File: src/common/brk_pkg.sv
package brk_pkg;
	// register offsets in the device's own space
	localparam logic [15:0] OFS_WAIT_STATUS = 16'hFE00;
	localparam logic [15:0] OFS_FLAG_CLEAR = 16'hFE03;
	localparam logic [15:0] OFS_ADDR_HIGH = 16'hFE09;
	localparam logic [15:0] OFS_ADDR_LOW = 16'hFE0A;
	localparam logic [15:0] OFS_CTRL_STATUS = 16'hFE0B;
	// field positions
	localparam int BIT_BREAK_ENABLE = 7;
	localparam int BIT_BREAK_ACTIVE = 6;
	localparam int BIT_WAIT_EXIT = 1;
	localparam int BIT_FLAG_CLEAR_EN = 7;
	localparam logic [7:0] RST_BYTE = 8'h00;
	// break vectors used by the system integration logic
	localparam logic [15:0] VEC_NORMAL = 16'hFFFC;
	localparam logic [15:0] VEC_MONITOR = 16'hFEFC;
	localparam logic [7:0] OPC_SOFT_INT = 8'h83; // arbitrary opcode value
	// controller register offsets on axi4-lite
	localparam logic [3:0] AX_CMD = 4'h0;
	localparam logic [3:0] AX_STATUS = 4'h4;
	localparam logic [3:0] AX_IRQ_STAT = 4'h8;
	localparam logic [3:0] AX_IRQ_MASK = 4'hC;
	localparam int IRQ_BITS = 2;
	localparam int IRQ_BREAK = 0;
	localparam int IRQ_RETURN = 1;
	localparam logic [1:0] AXI_OKAY = 2'h0;
	localparam logic [1:0] AXI_SLVERR = 2'h2;
endpackage : brk_pkg

File: src/common/brk_if.sv
`timescale 1ns/1ps
interface brk_if;
	logic [15:0] cpu_addr; // processor address bus
	logic addr_valid; // processor-generated address cycle
	logic opcode_fetch; // cycle is an opcode fetch
	logic insn_start; // next instruction begins this cycle
	logic reg_wr; // register write strobe
	logic reg_rd; // register read strobe
	logic [15:0] reg_addr;
	logic [7:0] reg_wdata;
	logic [7:0] reg_rdata;
	logic reg_hit; // address decodes to a break register
	logic brk_in_service; // break routine running
	logic return_seen; // return executed in break routine
	logic in_wait; // processor is in wait mode
	logic breakpoint_request; // one-cycle request
	logic flag_clear_allow; // status clears permitted in break
	modport dev (input cpu_addr, addr_valid, opcode_fetch, insn_start, reg_wr, reg_rd,
		reg_addr, reg_wdata, brk_in_service, return_seen, in_wait,
		output reg_rdata, reg_hit, breakpoint_request, flag_clear_allow);
	modport sil (output cpu_addr, addr_valid, opcode_fetch, insn_start, reg_wr, reg_rd,
		reg_addr, reg_wdata, brk_in_service, return_seen, in_wait,
		input reg_rdata, reg_hit, breakpoint_request, flag_clear_allow);
endinterface : brk_if

File: src/verilog/brk_sil.sv
// Design decision made here: the AXI4-Lite slave port.
`timescale 1ns/1ps
// stand-in for the system integration logic, steered from axi4-lite
module brk_sil (
	input wire logic CLK_IN,
	input wire logic SYS_RST_IN,
	brk_if.sil LINK,
	input wire logic MONITOR_MODE_IN, // selects the monitor vector
	input wire logic [15:0] CPU_ADDR_IN,
	input wire logic CPU_ADDR_VALID_IN,
	input wire logic CPU_OPCODE_FETCH_IN,
	input wire logic CPU_INSN_START_IN,
	input wire logic CPU_RETURN_IN, // return instruction retired
	input wire logic CPU_WAIT_IN,
	input wire logic [7:0] CPU_FETCH_OPCODE_IN,
	output logic [7:0] CPU_IR_OPCODE_OUT, // opcode for instruction register
	output logic [15:0] CPU_VECTOR_OUT,
	output logic CPU_TAKE_BREAK_OUT,
	output logic IRQ_OUT,
	input wire logic [3:0] AWADDR_IN,
	input wire logic AWVALID_IN,
	output logic AWREADY_OUT,
	input wire logic [31:0] WDATA_IN,
	input wire logic [3:0] WSTRB_IN,
	input wire logic WVALID_IN,
	output logic WREADY_OUT,
	output logic [1:0] BRESP_OUT,
	output logic BVALID_OUT,
	input wire logic BREADY_IN,
	input wire logic [3:0] ARADDR_IN,
	input wire logic ARVALID_IN,
	output logic ARREADY_OUT,
	output logic [31:0] RDATA_OUT,
	output logic [1:0] RRESP_OUT,
	output logic RVALID_OUT,
	input wire logic RREADY_IN
);
	typedef enum {S_IDLE, S_WR, S_RD} brk_st_e;
	brk_st_e st_q, st_d; // register access sequencer
	logic [31:0] cmd_q, cmd_d; // [23:16] wdata, [15:0] addr, bit24 write, bit25 go
	logic [7:0] rbyte_q, rbyte_d; // last read byte
	logic svc_q, svc_d; // break routine running
	logic [1:0] ist_q, ist_d; // sticky events
	logic [1:0] imask_q, imask_d;
	logic aw_q, aw_d, w_q, w_d; // write channel captures
	logic [3:0] awa_q, awa_d;
	logic [31:0] wd_q, wd_d;
	logic bv_q, bv_d, rv_q, rv_d;
	logic [31:0] rd_q, rd_d;
	logic [1:0] rr_q, rr_d, br_q, br_d;
	logic go;

	// processor signals pass through to the unit; the return passes only while the break routine runs
	assign LINK.cpu_addr = CPU_ADDR_IN;
	assign LINK.addr_valid = CPU_ADDR_VALID_IN;
	assign LINK.opcode_fetch = CPU_OPCODE_FETCH_IN;
	assign LINK.insn_start = CPU_INSN_START_IN;
	assign LINK.in_wait = CPU_WAIT_IN;
	assign LINK.brk_in_service = svc_q;
	assign LINK.return_seen = CPU_RETURN_IN && svc_q;
	assign LINK.reg_wr = (st_q == S_WR);
	assign LINK.reg_rd = (st_q == S_RD);
	assign LINK.reg_addr = cmd_q[15:0];
	assign LINK.reg_wdata = cmd_q[23:16];
	// substitute opcode on a request; the vector follows the monitor mode input alone
	// any match takes effect at once, opcode-address or operand-address alike
	assign CPU_TAKE_BREAK_OUT = LINK.breakpoint_request;
	assign CPU_IR_OPCODE_OUT = LINK.breakpoint_request ? brk_pkg::OPC_SOFT_INT
		: CPU_FETCH_OPCODE_IN;
	assign CPU_VECTOR_OUT = MONITOR_MODE_IN ? brk_pkg::VEC_MONITOR
		: brk_pkg::VEC_NORMAL;
	assign IRQ_OUT = |(ist_q & imask_q);
	assign AWREADY_OUT = !aw_q && !bv_q;
	assign WREADY_OUT = !w_q && !bv_q;
	assign ARREADY_OUT = !rv_q && st_q == S_IDLE;
	assign BVALID_OUT = bv_q;
	assign BRESP_OUT = br_q;
	assign RVALID_OUT = rv_q;
	assign RDATA_OUT = rd_q;
	assign RRESP_OUT = rr_q;
	assign go = aw_q && w_q && !bv_q;

	// axi slave, command sequencer, sticky events
	always_comb begin
		st_d = S_IDLE;
		cmd_d = cmd_q;
		rbyte_d = rbyte_q;
		svc_d = svc_q;
		ist_d = ist_q;
		imask_d = imask_q;
		aw_d = aw_q || (AWVALID_IN && AWREADY_OUT);
		w_d = w_q || (WVALID_IN && WREADY_OUT);
		awa_d = (AWVALID_IN && AWREADY_OUT) ? AWADDR_IN : awa_q;
		wd_d = (WVALID_IN && WREADY_OUT) ? WDATA_IN : wd_q;
		bv_d = bv_q && !BREADY_IN;
		br_d = br_q;
		rv_d = rv_q && !RREADY_IN;
		rd_d = rd_q;
		rr_d = rr_q;
		// sequencer runs one device access per go
		case (st_q)
			S_IDLE: st_d = S_IDLE;
			S_WR: st_d = S_IDLE;
			S_RD: begin
				st_d = S_IDLE;
				rbyte_d = LINK.reg_rdata;
			end
			default: st_d = S_IDLE;
		endcase
		if (st_q == S_IDLE && cmd_q[25]) begin
			st_d = cmd_q[24] ? S_WR : S_RD;
			cmd_d[25] = 1'b0;
		end
		if (go) begin
			aw_d = 1'b0;
			w_d = 1'b0;
			bv_d = 1'b1;
			br_d = brk_pkg::AXI_OKAY;
			case (awa_q)
				brk_pkg::AX_CMD: cmd_d = wd_q;
				brk_pkg::AX_IRQ_STAT: ist_d = ist_q & ~wd_q[1:0];
				brk_pkg::AX_IRQ_MASK: imask_d = wd_q[1:0];
				brk_pkg::AX_STATUS: br_d = brk_pkg::AXI_OKAY;
				default: br_d = brk_pkg::AXI_SLVERR;
			endcase
		end
		if (ARVALID_IN && ARREADY_OUT) begin
			rv_d = 1'b1;
			rr_d = brk_pkg::AXI_OKAY;
			case (ARADDR_IN)
				brk_pkg::AX_CMD: rd_d = cmd_q;
				brk_pkg::AX_STATUS: rd_d = {21'h000000, LINK.flag_clear_allow, svc_q,
					LINK.reg_hit, rbyte_q};
				brk_pkg::AX_IRQ_STAT: rd_d = {30'h00000000, ist_q};
				brk_pkg::AX_IRQ_MASK: rd_d = {30'h00000000, imask_q};
				default: begin
					rd_d = 32'h00000000;
					rr_d = brk_pkg::AXI_SLVERR;
				end
			endcase
		end
		// break entry and exit; set wins over clear
		if (LINK.return_seen) begin
			svc_d = 1'b0;
			ist_d[brk_pkg::IRQ_RETURN] = 1'b1;
		end
		if (LINK.breakpoint_request) begin
			svc_d = 1'b1;
			ist_d[brk_pkg::IRQ_BREAK] = 1'b1;
		end
	end

	// registers
	always_ff @(posedge CLK_IN or posedge SYS_RST_IN) begin
		if (SYS_RST_IN) begin
			st_q <= S_IDLE;
			cmd_q <= 32'h00000000;
			rbyte_q <= 8'h00;
			svc_q <= 1'b0;
			ist_q <= 2'h0;
			imask_q <= 2'h0;
			aw_q <= 1'b0;
			w_q <= 1'b0;
			awa_q <= 4'h0;
			wd_q <= 32'h00000000;
			bv_q <= 1'b0;
			br_q <= 2'h0;
			rv_q <= 1'b0;
			rd_q <= 32'h00000000;
			rr_q <= 2'h0;
		end else begin
			st_q <= st_d;
			cmd_q <= cmd_d;
			rbyte_q <= rbyte_d;
			svc_q <= svc_d;
			ist_q <= ist_d;
			imask_q <= imask_d;
			aw_q <= aw_d;
			w_q <= w_d;
			awa_q <= awa_d;
			wd_q <= wd_d;
			bv_q <= bv_d;
			br_q <= br_d;
			rv_q <= rv_d;
			rd_q <= rd_d;
			rr_q <= rr_d;
		end
	end
endmodule : brk_sil

File: src/flat_wrapper.sv
// flat-port wrapper written by rule: the top's interface ports become plain ports
module brk_sil_flat 
  (CLK_IN, SYS_RST_IN, MONITOR_MODE_IN, CPU_ADDR_IN, CPU_ADDR_VALID_IN, CPU_OPCODE_FETCH_IN, CPU_INSN_START_IN, CPU_RETURN_IN, CPU_WAIT_IN, CPU_FETCH_OPCODE_IN, CPU_IR_OPCODE_OUT, CPU_VECTOR_OUT, CPU_TAKE_BREAK_OUT, IRQ_OUT, AWADDR_IN, AWVALID_IN, AWREADY_OUT, WDATA_IN, WSTRB_IN, WVALID_IN, WREADY_OUT, BRESP_OUT, BVALID_OUT, BREADY_IN, ARADDR_IN, ARVALID_IN, ARREADY_OUT, RDATA_OUT, RRESP_OUT, RVALID_OUT, RREADY_IN, LINK_cpu_addr, LINK_addr_valid, LINK_opcode_fetch, LINK_insn_start, LINK_reg_wr, LINK_reg_rd, LINK_reg_addr, LINK_reg_wdata, LINK_brk_in_service, LINK_return_seen, LINK_in_wait, LINK_reg_rdata, LINK_reg_hit, LINK_breakpoint_request, LINK_flag_clear_allow);
  brk_if LINK_i ();
  input wire logic CLK_IN;
  input wire logic SYS_RST_IN;
  input wire logic MONITOR_MODE_IN;
  input wire logic [15:0] CPU_ADDR_IN;
  input wire logic CPU_ADDR_VALID_IN;
  input wire logic CPU_OPCODE_FETCH_IN;
  input wire logic CPU_INSN_START_IN;
  input wire logic CPU_RETURN_IN;
  input wire logic CPU_WAIT_IN;
  input wire logic [7:0] CPU_FETCH_OPCODE_IN;
  output logic [7:0] CPU_IR_OPCODE_OUT;
  output logic [15:0] CPU_VECTOR_OUT;
  output logic CPU_TAKE_BREAK_OUT;
  output logic IRQ_OUT;
  input wire logic [3:0] AWADDR_IN;
  input wire logic AWVALID_IN;
  output logic AWREADY_OUT;
  input wire logic [31:0] WDATA_IN;
  input wire logic [3:0] WSTRB_IN;
  input wire logic WVALID_IN;
  output logic WREADY_OUT;
  output logic [1:0] BRESP_OUT;
  output logic BVALID_OUT;
  input wire logic BREADY_IN;
  input wire logic [3:0] ARADDR_IN;
  input wire logic ARVALID_IN;
  output logic ARREADY_OUT;
  output logic [31:0] RDATA_OUT;
  output logic [1:0] RRESP_OUT;
  output logic RVALID_OUT;
  input wire logic RREADY_IN;
  output wire logic [$bits(LINK_i.cpu_addr)-1:0] LINK_cpu_addr;
  output wire logic [$bits(LINK_i.addr_valid)-1:0] LINK_addr_valid;
  output wire logic [$bits(LINK_i.opcode_fetch)-1:0] LINK_opcode_fetch;
  output wire logic [$bits(LINK_i.insn_start)-1:0] LINK_insn_start;
  output wire logic [$bits(LINK_i.reg_wr)-1:0] LINK_reg_wr;
  output wire logic [$bits(LINK_i.reg_rd)-1:0] LINK_reg_rd;
  output wire logic [$bits(LINK_i.reg_addr)-1:0] LINK_reg_addr;
  output wire logic [$bits(LINK_i.reg_wdata)-1:0] LINK_reg_wdata;
  output wire logic [$bits(LINK_i.brk_in_service)-1:0] LINK_brk_in_service;
  output wire logic [$bits(LINK_i.return_seen)-1:0] LINK_return_seen;
  output wire logic [$bits(LINK_i.in_wait)-1:0] LINK_in_wait;
  input wire logic [$bits(LINK_i.reg_rdata)-1:0] LINK_reg_rdata;
  input wire logic [$bits(LINK_i.reg_hit)-1:0] LINK_reg_hit;
  input wire logic [$bits(LINK_i.breakpoint_request)-1:0] LINK_breakpoint_request;
  input wire logic [$bits(LINK_i.flag_clear_allow)-1:0] LINK_flag_clear_allow;
  assign LINK_cpu_addr = LINK_i.cpu_addr;
  assign LINK_addr_valid = LINK_i.addr_valid;
  assign LINK_opcode_fetch = LINK_i.opcode_fetch;
  assign LINK_insn_start = LINK_i.insn_start;
  assign LINK_reg_wr = LINK_i.reg_wr;
  assign LINK_reg_rd = LINK_i.reg_rd;
  assign LINK_reg_addr = LINK_i.reg_addr;
  assign LINK_reg_wdata = LINK_i.reg_wdata;
  assign LINK_brk_in_service = LINK_i.brk_in_service;
  assign LINK_return_seen = LINK_i.return_seen;
  assign LINK_in_wait = LINK_i.in_wait;
  assign LINK_i.reg_rdata = LINK_reg_rdata;
  assign LINK_i.reg_hit = LINK_reg_hit;
  assign LINK_i.breakpoint_request = LINK_breakpoint_request;
  assign LINK_i.flag_clear_allow = LINK_flag_clear_allow;
  brk_sil u_core (.CLK_IN(CLK_IN), .SYS_RST_IN(SYS_RST_IN), .LINK(LINK_i), .MONITOR_MODE_IN(MONITOR_MODE_IN), .CPU_ADDR_IN(CPU_ADDR_IN), .CPU_ADDR_VALID_IN(CPU_ADDR_VALID_IN), .CPU_OPCODE_FETCH_IN(CPU_OPCODE_FETCH_IN), .CPU_INSN_START_IN(CPU_INSN_START_IN), .CPU_RETURN_IN(CPU_RETURN_IN), .CPU_WAIT_IN(CPU_WAIT_IN), .CPU_FETCH_OPCODE_IN(CPU_FETCH_OPCODE_IN), .CPU_IR_OPCODE_OUT(CPU_IR_OPCODE_OUT), .CPU_VECTOR_OUT(CPU_VECTOR_OUT), .CPU_TAKE_BREAK_OUT(CPU_TAKE_BREAK_OUT), .IRQ_OUT(IRQ_OUT), .AWADDR_IN(AWADDR_IN), .AWVALID_IN(AWVALID_IN), .AWREADY_OUT(AWREADY_OUT), .WDATA_IN(WDATA_IN), .WSTRB_IN(WSTRB_IN), .WVALID_IN(WVALID_IN), .WREADY_OUT(WREADY_OUT), .BRESP_OUT(BRESP_OUT), .BVALID_OUT(BVALID_OUT), .BREADY_IN(BREADY_IN), .ARADDR_IN(ARADDR_IN), .ARVALID_IN(ARVALID_IN), .ARREADY_OUT(ARREADY_OUT), .RDATA_OUT(RDATA_OUT), .RRESP_OUT(RRESP_OUT), .RVALID_OUT(RVALID_OUT), .RREADY_IN(RREADY_IN));
endmodule
File: config.mk
export PLATFORM = sky130hd
export DESIGN_NAME = brk_sil_flat
export DESIGN_NICKNAME = d
export VERILOG_FILES = /design/src/common/brk_pkg.sv /design/src/common/brk_if.sv /design/src/verilog/brk_sil.sv /design/src/flat_wrapper.sv
export SDC_FILE = /design/constraint.sdc
export NUM_CORES = 1
export LEC_CHECK = 0
export ABC_CLOCK_PERIOD_IN_PS = 4650
export BUFFER_PORTS_ARGS = -buffer_cell sky130_fd_sc_hd__buf_2
export CAP_MARGIN = 30
export CORE_MARGIN = 3
export CORE_UTILIZATION = 49
export CTS_CLUSTER_SIZE = 16
export DETAILED_ROUTE_END_ITERATION = 8
export PLACE_DENSITY = 0.8
export SLEW_MARGIN = 20
export SYNTH_ARGS = -nofsm -noshare
export SYNTH_HDL_FRONTEND = slang
export SYNTH_SLANG_ARGS = --single-unit
File: constraint.sdc
create_clock -name CLK_IN -period 4.65 [get_ports CLK_IN]
set_input_delay 0.465 -clock CLK_IN [delete_from_list [all_inputs] [get_ports CLK_IN]]
set_output_delay 0.465 -clock CLK_IN [all_outputs]
set_load 0.005 [all_outputs]
Yosys cells after proc, flatten, opt, wreduce, memory -nomap -nowiden. Cells that the tools add are included.

Logic and storage cells: 84. Flip-flop bits (word level): 153.

Bitwise gates (word level): 3. Multiplexer cells: 20. Reductions and logical operators: 35. Equality and inequality tests: 9.

Operators with widths (number): $pmux W32 S4 (1); $eq A32 B2 Y1 const B (2); $mux W26 (2); $eq A32 B3 Y1 const B (1); $logic_not A32 Y1 (1); $mux W32 (1); $eq A4 B4 Y1 const B (4); $logic_and A1 B1 Y1 (12); $mux W2 (5); $reduce_bool A2 Y1 (5); $mux W1 (9); $mux W9 (1); $eq A4 B3 Y1 const B (2); $logic_not A4 Y1 (2); $mux W8 (1); $reduce_and A2 Y1 (4); $reduce_or A4 Y1 (2); $logic_not A1 Y1 (6); $and A2 B2 Y2 (2); $logic_or A1 B1 Y1 (2); $not A2 Y2 (1); $reduce_or A2 Y1 (1).

Longest topological paths before layout. Gate-level depths: netlist of the first run.

Word-level depth: 5. Mapped depth: 5. Depth with buffers taken out: 4.

Worst setup path before layout of the first run. No wires, ideal clock.

Path kind: register to register. From: reg u_core.bv_q (netlist: u_core.BVALID_OUT). To: reg u_core.wd_q[10]. Arrival time: 1.447 ns. Slack: 3.078 ns. Cell stages (with the launch flop): 6. Buffers on the path: 2. Cell sequence: dfrtp_1 nor2_1 and2_1 clkbuf_1 buf_2 mux2_2.

Word-level cells in the longest chain between the ends: 3.

RTL lines: start: declaration (RTL line brk_sil.sv:48) `logic bv_q, bv_d, rv_q, rv_d;`; start signal: assignment (RTL line brk_sil.sv:182) `bv_q <= bv_d;`; $logic_not A1 Y1 (RTL line brk_sil.sv:74) `assign WREADY_OUT = !w_q && !bv_q;`; $logic_and A1 B1 Y1 (RTL line brk_sil.sv:74); via WREADY_OUT (RTL line flat_wrapper.sv:25) `output logic WREADY_OUT;`; $logic_and A1 B1 Y1 (RTL line brk_sil.sv:94) `wd_d = (WVALID_IN && WREADY_OUT) ? WDATA_IN : wd_q;`; end signal: assignment (RTL line brk_sil.sv:181) `wd_q <= wd_d;`; end: declaration (RTL line brk_sil.sv:47) `logic [31:0] wd_q, wd_d;`.

The timed path passes the listed nets, and every way through them passes these cells. A chain may end at the register's enable or synchronous reset.

Worst setup path after layout of the first run.
From: reg u_core.st_q[1]. To: out LINK_reg_rd.

Word-level cells in the longest chain between the ends: 1.

RTL lines: start: declaration (RTL line brk_sil.sv:39) `brk_st_e st_q, st_d;`; start signal: assignment (RTL line brk_sil.sv:172) `st_q <= st_d;`; $eq A32 B3 Y1 (RTL line brk_sil.sv:62) `assign LINK.reg_rd = (st_q == S_RD);`; end: declaration (RTL line flat_wrapper.sv:41) `output wire logic [$bits(LINK_i.reg_rd)-1:0] LINK_reg_rd;`.

Every way passes these cells.

==> flow_summary.yaml, run 1 <==
status:
  outcome: "completed"
synth:
  async_flop_share: 1.00
  synth_edf_count: 0
  yosysMostFrequentCell: "dfrtp_1"
  synth_area_leader_cell: "dfrtp_1"
  ys_top_cells_by_count: "dfrtp_1 (121), mux2_2 (77), buf_4 (62)"
  synth_area_um2: 5370
  synthCells: 432
  synthTopCellsByArea: "dfrtp_1 (56%), mux2_2 (16%), buf_4 (8.7%)"
  yosysTopAreaCellShare: 0.564
  synth_ff_type: "dfrtp_1"
  synth-seq-cells: 121
  ys_warn_count: 0
  synth_cell_types: 33
  ys_seq_area_frac: 0.564
  syn_avg_cell_area_um2: 12.4
sta:
  fin_ws_ps: 2260
  fmax_mhz: 418
  hold_viol_final: 0
  hold_ws_ps: 138
  setup_violations: 0
  finalClockSkew_ps: 9.95
  setup_tns_ps: 0
  rsz0062_at_grt: "no"
  drv_slew: 0
  fin_crit_sh: 0.514
  min_period_ps: 2390
  slew_headroom: 0.383
  worst_pin_slew_ps: 925
power_and_ir_drop:
  switchingPower_mw: 1.00
  switching_share: 0.270
  total_power_mw: 3.72
  p_leak_nw: 3.22
  internal_power_mw: 2.72
  seqPwrFrac: 0.438
  powerDensity_nw_per_um2: 581
  peakVddDrop_mv: 0.310
  combPwrFrac: 0.213
  clkPwrFrac: 0.349
setup_path:
  required_ps: 4180
  critPathKind: "reg2out"
  crit_fanout: 9
  reg2reg_depth: 3
  cp-end-kind: "output port"
  r2r_slack_ps: 2600
  worstSetupStartpointType: "flop"
  worstPathArrival_ps: 1920
  timing.rr.end: "u_core.cmd_q[18]"
  reg2reg_from: "u_core.BVALID_OUT"
floorplan:
  num_io_pins: 207
  design.die.area_um2: 12300
  die_y_um: 111
  rows: 37
  coreArea_um2: 10500
  chipWidth_um: 111
  initial_core_util: 0.511
drt:
  first_iter_violations: 89
  drc: 0
  viasPerCell: 5.03
  drt_first_pass_iters: 4
  avgRoutedWirePerCell_um: 16.1
  postRouteAntennaNets: 0
  vias: 3436
  drt_wl_total_mm: 11.0
global_route:
  antenna_found_initial: 1
  grt_overflow_total: 0
  grt_max_degree: 82
  track_usage: 0.183
  first_global_vias: 3691
  grt_pass1_wl_mm: 18.1
clocking:
  clk_pin_slew_worst_paths_ps: 60
  post_cts_resized: 0
  clk_root_buffer_cell: "clkbuf_8"
  cts_sinks: 121
  numCtsBuffers: 17
  clockBufferDepth: 2
  post_cts_buffers: 0
  cts_tree: "done"
  clk_latency_ps: 510
  h-tree-depth: 4
  postCtsHoldBufs: 0
placed_design:
  place_ws_ps: 2580
  dpl.hpwl_mm: 7.31
  gp_congestion: 0.749
  portBuffers: 145
  place_area_um2: 5760
  place_inst: 648
finish:
  finalNonFillerCells: 683
  fin_util: 0.609
  multi_input_area_um2: 1780
  stdcell_area_um2: 6390
  final-seq-area_um2: 3030
  fill_cells: 839
  final_nets: 625
  areaGrowthSynthToFinish_pct: 19.1
  layout-drive-gt1-share: 0.500
worst_hold_path:
  hold_end: "u_core.RVALID_OUT"
  whs_path_depth: 2
  hold_path.class: "in2reg"
  hp-start: "RREADY_IN"
job:
  cap_violations: 0
-- how the worst max path moves through the flow --
| stage | from | endpoint | cells past startpoint |
|---|---|---|---|
| global route | u_core.st_q[1] | LINK_reg_rd | 2 |
| global placement | u_core.BVALID_OUT | u_core.cmd_q[14] | 3 |
| finish | u_core.st_q[1] | LINK_reg_rd | 2 |
| detailed placement | u_core.BVALID_OUT | u_core.cmd_q[18] | 3 |
| floorplan | SYS_RST_IN | u_core.BRESP_OUT[1] | 1 |
| CTS | u_core.st_q[1] | LINK_reg_rd | 2 |
-- sequential cells by signal, indices dropped and copies added (netlist names), 2 cells and up --
register and flops:
u_core.awa_q 4, u_core.wd_q 32, u_core.imask_q 2, u_core.rbyte_q 8
u_core.ist_q 2, u_core.cmd_q 32, u_core.st_q 2, u_core.RDATA_OUT 32
-- layout by cell type, fill, tap and decap left out, types with 2 or more instances in the layout --
master        n
nor2b_1       9
mux2_2       77
nor4_1        3
o31ai_1       2
buf_2       145
nor3_1        2
dfrtp_1     121
buf_4         2
clkbuf_16    16
mux4_2        2
a22o_1        3
a31oi_1       2
clkbuf_8      3
a21oi_1       2
conb_1       17
clkinv_2      3
nand2_1      54
inv_1         9
clkinvlp_4    2
mux2i_1      10
o31ai_2       7
bufinv_16     3
clkinv_4      3
o21ai_0      25
clkbuf_1      2
or2_2         3
nor2_1        4
-- area by class of cell --
| cell class | count | area share |
|---|---|---|
| Timing Repair Buffer | 149 | 0.122 |
| Multi-Input combinational cell | 234 | 0.278 |
| Sequential cell | 121 | 0.473 |
| Clock buffer | 21 | 0.0702 |
| Clock inverter | 11 | 0.0229 |
| Antenna cell | 1 | 0.000391 |
| Tap cell | 136 | 0.0266 |
| Inverter | 10 | 0.00626 |
-- power by group through the flow --
| stage | clock network [mW] | logic, mW | registers, mW |
|---|---|---|---|
| floorplan | 0 | 0.700 | 1.58 |
| global placement | 0 | 0.767 | 1.62 |
| detailed placement | 0 | 0.797 | 1.64 |
| CTS | 1.32 | 0.805 | 1.63 |
| global route | 1.37 | 0.877 | 1.68 |
| finish | 1.30 | 0.793 | 1.63 |
-- per-layer routing --
metal / GRT usage / vias up / routed length [um]
met3: 0.0431 / 33 / 594
met1: 0.209 / 1707 / 4350
met4: 0.0911 / 0 / 269
met2: 0.322 / 106 / 5810
met5: 0 / - / 0
li1: - / 1590 / -
-- worst max-delay path: stages (launching register included) --
cell     delay [ps]
dfrtp_1         450
nor2b_1         720
buf_2           240
-- kinds of logic after synthesis --
kind of cell	after synthesis	share of synthesized area
simple gates	85	0.0750
mux	89	0.188
other cells	2	0.00140
buf+inv	92	0.117
flops	121	0.564
compound gates	43	0.0543
No activity file was read; power rests on OpenSTA's default activity.
==> inputs of run 2 (changes only) <==
--- a/config.mk
+++ b/config.mk
@@ -5,7 +5,7 @@
 export SDC_FILE = /design/constraint.sdc
 export NUM_CORES = 1
 export LEC_CHECK = 0
-export ABC_CLOCK_PERIOD_IN_PS = 4650
+export ABC_CLOCK_PERIOD_IN_PS = 2300
 export BUFFER_PORTS_ARGS = -buffer_cell sky130_fd_sc_hd__buf_2
 export CAP_MARGIN = 30
 export CORE_MARGIN = 3
==> constraint.sdc (replaced) <==
create_clock -name CLK_IN -period 2.3 [get_ports CLK_IN]
set_input_delay 0.23 -clock CLK_IN [delete_from_list [all_inputs] [get_ports CLK_IN]]
set_output_delay 0.23 -clock CLK_IN [all_outputs]
set_load 0.005 [all_outputs]
==> run 2 against run 1 <==
Flip-flop and latch count unchanged. Utilization increased by 4.8 points. Cell count increased by 7.0%. Routed wire length increased by 7.3%. Design area increased by 7.9%. First-iteration DRC count increased by 36%. Global-route usage increased by 1.6 points. Hold slack got worse by 99 ps. Critical path depth increased by 1. Sequential share of layout area decreased by 3.5 points. Critical path type is now reg2reg. Critical endpoint is now u_core.RDATA_OUT[0]. Largest power group unchanged.
==> flow_summary.yaml, run 2 (same netlist as run 1, synthesis figures left out) <==
status:
  outcome: "completed"
clocking:
  clk_pin_slew_worst_paths_ps: 60
  numCtsBuffers: 17
  clk_root_buffer_cell: "clkbuf_8"
  post_cts_buffers: 0
  post_cts_resized: 0
  cts_sinks: 121
  postCtsHoldBufs: 48
  h-tree-depth: 4
  cts_tree: "done"
  clockBufferDepth: 2
  clk_latency_ps: 520
drt:
  drt_first_pass_iters: 5
  first_iter_violations: 121
  viasPerCell: 5.01
  drc: 0
  avgRoutedWirePerCell_um: 16.2
  postRouteAntennaNets: 0
  drt_wl_total_mm: 11.8
  vias: 3664
power_and_ir_drop:
  p_leak_nw: 3.43
  total_power_mw: 7.70
  peakVddDrop_mv: 0.825
  powerDensity_nw_per_um2: 1120
global_route:
  first_global_vias: 3855
  antenna_found_initial: 0
  grt_max_degree: 122
  track_usage: 0.199
  grt_overflow_total: 0
  grt_pass1_wl_mm: 19.3
sta:
  finalClockSkew_ps: 6.39
  hold_viol_final: 0
  fin_crit_sh: 0.806
  hold_ws_ps: 39.5
  worst_pin_slew_ps: 670
  setup_violations: 0
  fin_ws_ps: 447
  drv_slew: 0
  min_period_ps: 1850
  setup_tns_ps: 0
  fmax_mhz: 540
  slew_headroom: 0.553
  rsz0062_at_grt: "no"
setup_path:
  required_ps: 2760
  worstPathArrival_ps: 2310
  critPathKind: "reg2reg"
  worstSetupStartpointType: "flop"
  max_stage_delay_ps: 880
  slowest_stage: "or4b_4"
  cp_top_family: "simple AND/OR/NAND/NOR gates"
  crit_fanout: 65
  crit_chain: "or4b_4 > nor3_2 > a22o_1"
  cp-end-kind: "flop"
  worst-path-buf-inv: 0
floorplan:
  design.die.area_um2: 12300
  num_io_pins: 207
  chipWidth_um: 111
  die_y_um: 111
  coreArea_um2: 10500
  initial_core_util: 0.511
  rows: 37
worst_hold_path:
  hold_path.class: "in2reg"
placed_design:
  place_inst: 651
  dpl.hpwl_mm: 7.50
  place_ws_ps: 451
  place_area_um2: 5820
  portBuffers: 145
  gp_congestion: 0.767
finish:
  fin_util: 0.657
  areaGrowthSynthToFinish_pct: 28.5
  finalNonFillerCells: 731
  antenna_cells: 0
  final_nets: 674
  final_common_cell: "buf_2"
  layout-drive-gt1-share: 0.461
  fill_cells: 775
  stdcell_area_um2: 6900
  final_cell_mix: "buf_2 (145), dfrtp_1 (121), mux2_2 (77)"
job:
  cap_violations: 0
==> run 2: metal layers <==
metal / up-vias / global-route usage / wire length (um)
li1: 1691 / - / -
met3: 42 / 0.0617 / 794
met2: 143 / 0.350 / 6320
met5: - / 0 / 0
met1: 1788 / 0.218 / 4370
met4: 0 / 0.0969 / 335
==> run 2: path summary, 6_finish.rpt <==
path,from,end,slack [ps],depth (start not counted)
max,u_core.st_q[1],u_core.RDATA_OUT[0],450,3
min,ARADDR_IN[1],u_core.RRESP_OUT[1],40,3
max reg2reg,u_core.st_q[1],u_core.RDATA_OUT[0],450,3
min reg2reg,u_core.RDATA_OUT[12],u_core.RDATA_OUT[12],470,2
max in group asynchronous,SYS_RST_IN,u_core.cmd_q[14],1380,4
min in group asynchronous,SYS_RST_IN,u_core.BVALID_OUT,450,4
==> run 2: cell type report <==
cell class | instances | area (um2) | share of cell area
tap | 136 | 170 | 0.0247
inverter | 10 | 41.3 | 0.00598
clock buffer | 20 | 425 | 0.0616
multi-input combinational | 234 | 1780 | 0.258
sequential | 121 | 3030 | 0.439
clock inverter | 12 | 175 | 0.0254
timing repair buffer | 198 | 1280 | 0.186
==> run 2: power by group <==
group          internal [mW]  switching (mW)
Sequential              2.85           0.464
Clock                   1.75           0.931
Combinational           1.02           0.687
Total                   5.62            2.08
==> run 2: tightest hold or removal path, delay by kind of cell <==
kind | cells | cell delay [ps]
AO/OA/AOI/OAI | 1 | 110
buffers and inverters | 1 | 110
AND/OR/NAND/NOR | 1 | 60
==> inputs of run 3 (changes only) <==
--- a/config.mk
+++ b/config.mk
@@ -5,7 +5,7 @@
 export SDC_FILE = /design/constraint.sdc
 export NUM_CORES = 1
 export LEC_CHECK = 0
-export ABC_CLOCK_PERIOD_IN_PS = 2300
+export ABC_CLOCK_PERIOD_IN_PS = 1850
 export BUFFER_PORTS_ARGS = -buffer_cell sky130_fd_sc_hd__buf_2
 export CAP_MARGIN = 30
 export CORE_MARGIN = 3
==> constraint.sdc (replaced) <==
create_clock -name CLK_IN -period 1.85 [get_ports CLK_IN]
set_input_delay 0.185 -clock CLK_IN [delete_from_list [all_inputs] [get_ports CLK_IN]]
set_output_delay 0.185 -clock CLK_IN [all_outputs]
set_load 0.005 [all_outputs]
==> run 3 against run 2 <==
Via count shrank 1.1%. Fmax grew 6.1%. Routed wire length shrank 0.41%. Clock-buffer cell count is the same. Hold slack lost 11 ps. Sequential power grew 24%. Critical path depth is the same. Global-route usage grew 0.17 points. Die area is the same. Combinational power grew 26%. Non-clock buffer count grew 6.
==> flow_summary.yaml, run 3 (same netlist as run 1, synthesis figures left out) <==
power_and_ir_drop:
  peakVddDrop_mv: 0.851
  powerDensity_nw_per_um2: 1320
  p_leak_nw: 3.43
setup_path:
  worstPathArrival_ps: 2160
  crit_chain: "or4b_4 > buf_12 > o21ai_0"
  required_ps: 2260
  critPathKind: "reg2reg"
  worstSetupStartpointType: "flop"
  max_stage_delay_ps: 730
  r2r_slack_ps: 100
  crit_fanout: 43
  cp-end-kind: "flop"
  slowest_stage: "or4b_4"
sta:
  slew_headroom: 0.576
  drv_slew: 0
  worst_pin_slew_ps: 636
  fin_crit_sh: 0.944
  min_period_ps: 1750
  hold_viol_final: 0
  setup_tns_ps: 0
  finalClockSkew_ps: 7.58
  hold_ws_ps: 28.1
  fmax_mhz: 572
  setup_violations: 0
  fin_ws_ps: 103
  rsz0062_at_grt: "no"
global_route:
  grt_max_degree: 122
  grt_pass1_wl_mm: 19.6
  first_global_vias: 3851
  track_usage: 0.201
  grt_overflow_total: 0
  antenna_found_initial: 0
clocking:
  clockBufferDepth: 2
  post_cts_buffers: 0
  h-tree-depth: 4
  clk_pin_slew_worst_paths_ps: 60
  numCtsBuffers: 17
  clk_latency_ps: 510
  cts_tree: "done"
  cts_sinks: 121
  clk_root_buffer_cell: "clkbuf_8"
placed_design:
  place_area_um2: 5850
  place_ws_ps: 101
  portBuffers: 145
  gp_congestion: 0.725
  dpl.hpwl_mm: 7.34
drt:
  drt_first_pass_iters: 4
  drc: 0
  vias: 3623
  postRouteAntennaNets: 0
  first_iter_violations: 194
  viasPerCell: 4.92
  avgRoutedWirePerCell_um: 16.0
  drt_wl_total_mm: 11.8
status:
  outcome: "completed"
finish:
  fill_cells: 764
  final_cell_mix: "buf_2 (145), dfrtp_1 (121), mux2_2 (77)"
  final_nets: 680
  stdcell_area_um2: 6910
  fin_util: 0.657
  areaGrowthSynthToFinish_pct: 28.6
  final_common_cell: "buf_2"
  layout-drive-gt1-share: 0.465
  antenna_cells: 0
floorplan:
  coreArea_um2: 10500
  chipWidth_um: 111
  rows: 37
  num_io_pins: 207
  initial_core_util: 0.511
  die_y_um: 111
  design.die.area_um2: 12300
job:
  cap_violations: 0
worst_hold_path:
  hold_path.class: "in2reg"
==> run 3: cell types whose count changed in the layout (fill, tap and decap cells not counted), sizes merged <==
cell and change:
clkinvlp +2, bufinv -4, buf +2, clkinv +1, dlygate4sd3 +4
==> run 3: per-layer routing <==
layer  global-route usage  part of all wire
met1                0.225              0.38
met2                0.343              0.52
met3               0.0546             0.060
met4                0.118             0.038
met5                    0                 0
==> run 3: report_power, final <==
group          switching (mW)  leakage [nW]  internal, mW  total (mW)
clock network            1.14         0.251          1.73        2.88
logic                   0.872          1.63          1.28        2.15
registers               0.581          1.54          3.54        4.12
==> run 3: critical path: cells and delay by family, from the launching register on <==
family | cells | cell delay (ps)
AO/OA/AOI/OAI | 1 | 220
AND/OR/NAND/NOR | 1 | 730
flip-flops | 1 | 430
buffers and inverters | 1 | 250
==> run 3: area by class of cell <==
cell class / count / area, um2 / share of cell area
repair buffers: 204 / 1350 / 0.195
well taps: 136 / 170 / 0.0246
multi-input cells: 234 / 1790 / 0.259
clock buffers: 20 / 455 / 0.0660
flip-flops and latches: 121 / 3030 / 0.438
clock inverters: 11 / 75.1 / 0.0109
inverters: 10 / 41.3 / 0.00598
==> run 3: path summary, 6_finish.rpt <==
check	cells after the start	startpoint	end
worst max-delay path	3	u_core.st_q[0]	u_core.RDATA_OUT[21]
worst min-delay path	3	LINK_reg_hit	u_core.RDATA_OUT[8]
worst max register to register	3	u_core.st_q[0]	u_core.RDATA_OUT[21]
worst min register to register	2	u_core.RDATA_OUT[12]	u_core.RDATA_OUT[12]
max in group asynchronous	4	SYS_RST_IN	u_core.wd_q[6]
min in group asynchronous	4	SYS_RST_IN	u_core.wd_q[28]
==> run 3: metrics by stage <==
step / cells / power [mW]
after floorplan: 447 / 5.74
after global routing: 736 / 9.71
final: 736 / 9.15
after global placement: 653 / 6.05
after CTS: 736 / 9.19
after detailed placement: 653 / 6.21
==> run 3: what timing repair did <==
item,CTS,global route
endpoints found under the setup margin,0,2
resized for setup,0,1
endpoints found under the hold margin,171,0
hold buffers,52,0
